[src/rtl/wdsm_params.svh]
// Constants for the watchdog system monitor: register offsets, field positions,
// reset values and timing counts. Assumes inclusion by bare name.
`ifndef WDSM_PARAMS_SVH
`define WDSM_PARAMS_SVH

`define WDSM_ADDR_W          4
`define WDSM_OFF_CONTROL     4'h0
`define WDSM_OFF_BOOTCFG     4'h4
`define WDSM_OFF_COUNT       4'h8
`define WDSM_BIT_RUN_EN      7
`define WDSM_BIT_CLR_STROBE  6
`define WDSM_BIT_LP_RUN      4
`define WDSM_BIT_RST_FLAG    3
`define WDSM_BOOT_UNPROG     8'hff
`define WDSM_BIT_BOOT_DIS    7
`define WDSM_TIMEOUT_TICKS   7'h40
`define WDSM_LOSC_HZ         10000
`define WDSM_CLK_HZ          200000000
`define WDSM_LOSC_DIV        (`WDSM_CLK_HZ / `WDSM_LOSC_HZ)
`define WDSM_TA_KEY1         8'haa
`define WDSM_TA_KEY2         8'h55
`define WDSM_TA_WINDOW       3'h4

`endif

[src/rtl/wdsm_pkg.sv]
// Types shared by the watchdog system monitor modules.
// Assumes wdsm_params.svh is compiled alongside.
package wdsm_pkg;
	typedef enum logic [1:0] {
		WDSM_TA_IDLE  = 2'b00,
		WDSM_TA_HALF  = 2'b01,
		WDSM_TA_OPEN  = 2'b10
	} wdsm_ta_state_t;
	typedef logic [7:0] wdsm_byte_t;
endpackage

[src/rtl/wdsm_tick_if.sv]
// Interface carrying prescaler ticks and controls between the watchdog modules.
// Assumes a single clock domain.
`timescale 1ns/1ps
`default_nettype none
interface wdsm_tick_if;
	logic       clr;
	logic       run;
	logic [2:0] sel;
	logic       tick;
	modport pre (input clr, input run, input sel, output tick);
	modport top (output clr, output run, output sel, input tick);
endinterface
`default_nettype wire

[src/rtl/wdsm_top.sv]
// Watchdog system monitor: protected control register, counter and reset request.
// Assumes a register port on CLK; POR and other resets come from the reset controller.
`timescale 1ns/1ps
`default_nettype none
`include "wdsm_params.svh"
module wdsm_top
	import wdsm_pkg::*;
(
	input  wire logic       CLK,         // 200 MHz system clock.
	input  wire logic       RESET,       // Synchronous reset, any source.
	input  wire logic       POR,         // Power-on reset, synchronous, high.
	input  wire logic       WDT_RESET,   // High when current reset came from this block.
	input  wire logic       LOW_POWER,   // Processor in idle or power-down, async level.
	input  wire logic [3:0] ADDR,        // Register address.
	input  wire logic [7:0] WDATA,       // Write data.
	input  wire logic       WR,          // Write strobe.
	input  wire logic       RD,          // Read strobe.
	output logic      [7:0] RDATA,       // Read data, valid the cycle after RD.
	output logic            SYS_RESET,   // Reset request to the reset controller.
	output logic            RUN_ENABLE   // Current run enable state.
);
	wdsm_tick_if tif ();

	logic        lp_m_q, lp_s_q, lp_prev_q;
	logic        run_q, run_d;
	logic        lp_run_q, lp_run_d;
	logic        flag_q, flag_d;
	logic [2:0]  sel_q, sel_d;
	wdsm_byte_t  boot_q, boot_d;
	logic [6:0]  cnt_q, cnt_d;
	logic        clr_q, clr_d;
	logic        sysrst_q, sysrst_d;
	wdsm_byte_t  rdata_q, rdata_d;
	wdsm_ta_state_t ta_q, ta_d;
	logic [2:0]  ta_cnt_q, ta_cnt_d;
	logic        ctl_wr, ta_wr, lp_edge, counting;

	wdsm_prescaler u_pre (
		.clk (CLK),
		.rst (RESET),
		.tif (tif)
	);

	// Low-power state comes from another domain, so it is synchronised first.
	always_ff @(posedge CLK) begin
		if (RESET) begin
			lp_m_q <= 1'b0;
			lp_s_q <= 1'b0;
			lp_prev_q <= 1'b0;
		end else begin
			lp_m_q <= LOW_POWER;
			lp_s_q <= lp_m_q;
			lp_prev_q <= lp_s_q;
		end
	end

	// Timed access: two key writes to the control offset open a short window.
	always_comb begin
		ta_d = ta_q;
		ta_cnt_d = ta_cnt_q;
		ctl_wr = WR && (ADDR == `WDSM_OFF_CONTROL);
		ta_wr = 1'b0;
		case (ta_q)
			WDSM_TA_IDLE: begin
				if (ctl_wr && WDATA == `WDSM_TA_KEY1) begin
					ta_d = WDSM_TA_HALF;
				end
			end
			WDSM_TA_HALF: begin
				if (ctl_wr && WDATA == `WDSM_TA_KEY2) begin
					ta_d = WDSM_TA_OPEN;
					ta_cnt_d = `WDSM_TA_WINDOW;
				end else if (WR) begin
					ta_d = WDSM_TA_IDLE;
				end
			end
			WDSM_TA_OPEN: begin
				ta_cnt_d = ta_cnt_q - 3'h1;
				if (ctl_wr) begin
					ta_wr = 1'b1;
					ta_d = WDSM_TA_IDLE;
				end else if (ta_cnt_q == 3'h0) begin
					ta_d = WDSM_TA_IDLE;
				end
			end
			default: ta_d = WDSM_TA_IDLE;
		endcase
	end

	always_ff @(posedge CLK) begin
		if (RESET) begin
			ta_q <= WDSM_TA_IDLE;
			ta_cnt_q <= 3'h0;
		end else begin
			ta_q <= ta_d;
			ta_cnt_q <= ta_cnt_d;
		end
	end

	// Control register, reset flag and boot byte.
	always_comb begin
		run_d = run_q;
		lp_run_d = lp_run_q;
		sel_d = sel_q;
		flag_d = flag_q;
		boot_d = boot_q;
		clr_d = 1'b0;
		if (ta_wr) begin
			run_d = WDATA[`WDSM_BIT_RUN_EN];
			lp_run_d = WDATA[`WDSM_BIT_LP_RUN];
			sel_d = WDATA[2:0];
			flag_d = WDATA[`WDSM_BIT_RST_FLAG];
			clr_d = WDATA[`WDSM_BIT_CLR_STROBE];
		end
		if (WR && ADDR == `WDSM_OFF_BOOTCFG) begin
			boot_d = WDATA;
		end
	end

	always_ff @(posedge CLK) begin
		if (POR) begin
			lp_run_q <= 1'b0;
			sel_q <= 3'h0;
			flag_q <= 1'b0;
			boot_q <= `WDSM_BOOT_UNPROG;
		end else if (RESET) begin
			flag_q <= flag_q | WDT_RESET;
		end else begin
			lp_run_q <= lp_run_d;
			sel_q <= sel_d;
			flag_q <= flag_d;
			boot_q <= boot_d;
		end
	end

	// Every reset other than power-on reloads run enable from the boot byte; power-on clears run
	// enable and restores that byte to its unprogrammed value, which keeps the watchdog disabled.
	always_ff @(posedge CLK) begin
		if (RESET) begin
			run_q <= !POR && !boot_q[`WDSM_BIT_BOOT_DIS];
			clr_q <= 1'b0;
		end else begin
			run_q <= run_d;
			clr_q <= clr_d;
		end
	end

	// Counter of prescaled ticks; clears on strobe and low-power transitions.
	always_comb begin
		lp_edge = lp_s_q ^ lp_prev_q;
		counting = run_q && (!lp_s_q || lp_run_q);
		cnt_d = cnt_q;
		sysrst_d = 1'b0;
		if (clr_q || lp_edge || !run_q) begin
			cnt_d = 7'h00;
		end else if (counting && tif.tick) begin
			if (cnt_q == `WDSM_TIMEOUT_TICKS - 7'h01) begin
				cnt_d = 7'h00;
				sysrst_d = 1'b1;
			end else begin
				cnt_d = cnt_q + 7'h01;
			end
		end
	end

	always_ff @(posedge CLK) begin
		if (RESET) begin
			cnt_q <= 7'h00;
			sysrst_q <= 1'b0;
		end else begin
			cnt_q <= cnt_d;
			sysrst_q <= sysrst_d;
		end
	end

	assign tif.clr = clr_q || lp_edge;
	assign tif.run = counting;
	assign tif.sel = sel_q;

	// Read mux; clear strobe and reserved bit read zero.
	always_comb begin
		rdata_d = 8'h00;
		if (RD) begin
			case (ADDR)
				`WDSM_OFF_CONTROL: rdata_d = {run_q, 1'b0, 1'b0, lp_run_q,
					flag_q, sel_q};
				`WDSM_OFF_BOOTCFG: rdata_d = boot_q;
				`WDSM_OFF_COUNT:   rdata_d = {1'b0, cnt_q};
				default:           rdata_d = 8'h00;
			endcase
		end
	end

	always_ff @(posedge CLK) begin
		if (RESET) begin
			rdata_q <= 8'h00;
			RUN_ENABLE <= 1'b0;
			SYS_RESET <= 1'b0;
		end else begin
			rdata_q <= rdata_d;
			RUN_ENABLE <= run_q;
			SYS_RESET <= sysrst_q;
		end
	end
	assign RDATA = rdata_q;
endmodule
`default_nettype wire

[src/rtl/wdsm_prescaler.sv]
// Low-speed oscillator emulation and selectable divider chain for the watchdog.
// Assumes one clock; emits one-cycle tick pulses at the prescaled rate.
`timescale 1ns/1ps
`default_nettype none
`include "wdsm_params.svh"
module wdsm_prescaler
	import wdsm_pkg::*;
(
	input  wire logic  clk,   // System clock.
	input  wire logic  rst,   // Synchronous reset.
	wdsm_tick_if.pre   tif    // Control in, tick out.
);
	localparam int DIV_CYCLES = `WDSM_LOSC_DIV;
	logic [15:0] osc_cnt_q, osc_cnt_d;
	logic [7:0]  chain_q, chain_d;
	logic        tick_q, tick_d;
	logic        osc_tick;
	logic [7:0]  scale_mask;

	always_comb begin
		case (tif.sel)
			3'h0: scale_mask = 8'h00;
			3'h1: scale_mask = 8'h01;
			3'h2: scale_mask = 8'h07;
			3'h3: scale_mask = 8'h0f;
			3'h4: scale_mask = 8'h1f;
			3'h5: scale_mask = 8'h3f;
			3'h6: scale_mask = 8'h7f;
			default: scale_mask = 8'hff;
		endcase
	end

	// The chain divides the low-speed clock; the selected scale picks the tap.
	always_comb begin
		osc_tick = (osc_cnt_q == 16'(DIV_CYCLES - 1));
		osc_cnt_d = osc_tick ? 16'h0000 : osc_cnt_q + 16'h0001;
		chain_d = chain_q;
		tick_d = 1'b0;
		if (tif.clr || !tif.run) begin
			chain_d = 8'h00;
		end else if (osc_tick) begin
			chain_d = chain_q + 8'h01;
			tick_d = ((chain_q & scale_mask) == scale_mask);
		end
	end

	always_ff @(posedge clk) begin
		if (rst) begin
			osc_cnt_q <= 16'h0000;
			chain_q <= 8'h00;
			tick_q <= 1'b0;
		end else begin
			osc_cnt_q <= osc_cnt_d;
			chain_q <= chain_d;
			tick_q <= tick_d;
		end
	end
	assign tif.tick = tick_q;
endmodule
`default_nettype wire

[config.mk]
export PLATFORM = sky130hd
export DESIGN_NAME = wdsm_top
export DESIGN_NICKNAME = d
export VERILOG_FILES = /design/src/rtl/wdsm_pkg.sv /design/src/rtl/wdsm_tick_if.sv /design/src/rtl/wdsm_top.sv /design/src/rtl/wdsm_prescaler.sv
export VERILOG_INCLUDE_DIRS = /design/src /design/src/rtl
export SDC_FILE = /design/constraint.sdc
export NUM_CORES = 1
export LEC_CHECK = 0
export BUFFER_PORTS_ARGS = -buffer_cell sky130_fd_sc_hd__buf_4
export CORE_ASPECT_RATIO = 1.75
export CORE_MARGIN = 2
export CORE_UTILIZATION = 50
export CTS_CLUSTER_SIZE = 25
export DETAILED_ROUTE_END_ITERATION = 16
export PLACE_DENSITY_LB_ADDON = 0.05
export SLEW_MARGIN = 40
export SYNTH_ARGS = -nofsm -noshare
export SYNTH_HDL_FRONTEND = slang
export SYNTH_SLANG_ARGS = --single-unit
[constraint.sdc]
create_clock -name CLK -period 2.8 [get_ports CLK]
set_input_delay 0.42 -clock CLK [delete_from_list [all_inputs] [get_ports CLK]]
set_output_delay 0.42 -clock CLK [all_outputs]
set_load 0.02 [all_outputs]
==> flow_summary.yaml <==
run_status:
  status: "finished, final reports clean"
finish:
  diodes: 0
  area_delta_synth_final_pct: 15.2
  fillers: 519
  final_layout_size_suffix_gt1_share_pct: 14.9
  layout_common_cells: "65 x dfxtp_1, 53 x nor2_1, 30 x buf_4"
  final_nets: 369
  multi_input_comb_area_um2: 1430
  fin_area_um2: 3290
  layout_commonest_cell: "dfxtp_1"
  register_area_um2: 1330
  fin_util_pct: 59.3
drt:
  drt.antenna.violating_nets: 0
  wl_met3_um: 188
  drt-total-wl_mm: 5.74
  drc_errors: 0
  routed-wl-met2_mm: 2.95
  dr.pass1.iters: 4
  wl_met1_mm: 2.41
  via_per_inst: 5.31
  routed.top_layer: "met4"
  wl_per_cell_um: 13.5
  drt_iter0_markers: 110
  num_vias: 2264
place:
  place_congestion: 0.809
  dp.final_hpwl_mm: 4.29
  place_area_um2: 3120
  portBuffers: 28
timing:
  rsz0062_at_grt: "false"
  setup_tns_ps: 0
  hold_viol: 0
  skew_ps: 7.47
  slew_headroom_pct: 64.4
  fmax_mhz: 408
  setup_viol: 0
  tightest_slew_ps: 535
  period_needed_ps: 2450
  hold_ws_ps: 293
  post-route-period-util_pct: 87.4
  slew_violations: 0
power:
  leakage_uw: 0.00118
  p_seq_share_pct: 55.4
  pwr-share-comb_pct: 5.2
  ir_drop_uv: 377
  power.switching_uw: 423
  p_sw_share_pct: 24.4
  power.share.clock_pct: 39.4
  p_per_area_nw_per_um2: 527
  total_power_uw: 1730
  intPower_uw: 1310
clocking:
  clk_transition_reported_paths_ps: 70
  clock_latency_ps: 340
  cts.sinks: 66
  cts_hold_buffers: 0
  cts_setup_buffers: 0
  cts_buffers: 9
  cts_resized: 0
  clock-root-buffer: "clkbuf_8"
  htreeDepth: 3
  cts_tree: "built"
  clk_path_buf_depth: 2
synthesis:
  synth.cell_area_um2: 2850
  yosysUniqueCellTypes: 42
  ys.flop_type: "dfxtp_1"
  synthArstFlopShare_pct: 0
  yosysWarnings: 0
  netlist_instances: 318
  ys_ff_latch: 66
  synth_edf_count: 1
  syn_area_per_cell_um2: 8.97
  syn_nets: 342
  ys_seq_area_share_pct: 46.7
run:
  drv_cap: 0
critical_path:
  required_ps: 3060
  critPathMaxFanout: 16
  critical_path_class: "flop to flop"
  critical_path.startpoint_type: "flop"
  arrival_ps: 2710
  cp-end-kind: "flop"
  worst-r2r-setup-slack_ps: 350
global_route:
  antenna_found_initial: 0
  grt_first_pass_wirelength_mm: 9.58
  grt_max_degree: 20
  gr-total-overflow: 0
  grt_pass1_vias: 2172
  grt_usage_pct: 19.9
floorplan:
  die_area_um2: 6350
  die_w_um: 61.1
  io_pins: 29
  start_util_pct: 51.5
  placementRows: 36
  design.core.area_um2: 5540
  die_y_um: 104
worst_hold_path:
  min_path_type: "primary input to flop"
-- stage by stage --
stage	worst slack (ps)	cells
after global placement	391	410
after detailed placement	353	410
after CTS	342	426
after global routing	237	426
after floorplan	624	318
final	352	426
-- per-layer routing --
layer	vias to the layer above	GRT usage (%)
met5	-	0
met4	0	10.7
met3	14	5.22
met2	39	33.1
met1	1040	22.0
li1	1171	-
-- kinds of logic (layout without fill, tap and decap cells) --
kind of cell	after synthesis	in the layout	synth area share [%]
adders and majority gates	5	5	2.19
and+or+nand+nor	145	145	26.3
muxes	13	13	4.61
AOI/OAI and AO/OA	45	45	10.6
DFF	66	66	46.7
xor gates and xnor gates	21	21	6.45
buffers and inverters	23	55	3.16
-- final timing paths --
path                       to          startpoint  cells past startpoint
max          u_pre.chain_q[7]  u_pre.osc_cnt_q[5]                      4
min                    lp_m_q           LOW_POWER                      2
max reg2reg  u_pre.chain_q[7]  u_pre.osc_cnt_q[5]                      4
min reg2reg         SYS_RESET            sysrst_q                      1
-- cell type report --
cell class	instances	share of cell area, %
clock buffer	9	3.77
clock inverter	7	1.41
inverter	9	1.03
multi-input combinational	229	43.5
sequential	66	40.5
tap	76	2.89
timing repair buffer	30	6.85
-- state kept, by name, summed over array words and instances, names as in the netlist, 2 cells and up --
signal,count
RDATA,8
boot_q,8
cnt_q,7
sel_q,3
ta_cnt_q,3
ta_q,2
u_pre.chain_q,8
u_pre.osc_cnt_q,16
-- synthesized netlist by cell type (5+ instances only) --
master	instances	area, µm²
mux2i_1	12	120
inv_1	9	33.8
or3_1	11	68.8
xor2_1	6	52.6
ha_1	5	62.6
clkbuf_1	11	41.3
a21oi_1	16	80.1
nor2_1	53	199
dfxtp_1	65	1300
nor3_1	8	40.0
nand3_1	10	50.1
nand4_1	5	31.3
nand2_1	14	52.6
nor4_1	7	43.8
nor2b_1	17	106
xnor2_1	15	131
o21ai_0	7	35.0
a211o_1	9	78.8
-- power by group through the flow --
stage          registers, µW  logic [µW]  clock network (µW)
5_1_grt                  960        99.7                 746
4_1_cts                  959        91.8                 706
6_report                 959        90.7                 683
3_3_place_gp             980        91.2                   0
2_1_floorplan            981        49.4                   0
3_5_place_dp             981        91.5                   0
-- worst max-delay path: stages (launching register included) --
cell	delay [ps]
dfxtp_1	360
or4b_1	510
or4_1	790
or4_1	580
a21oi_1	140
No activity file was read; power rests on OpenSTA's default activity.
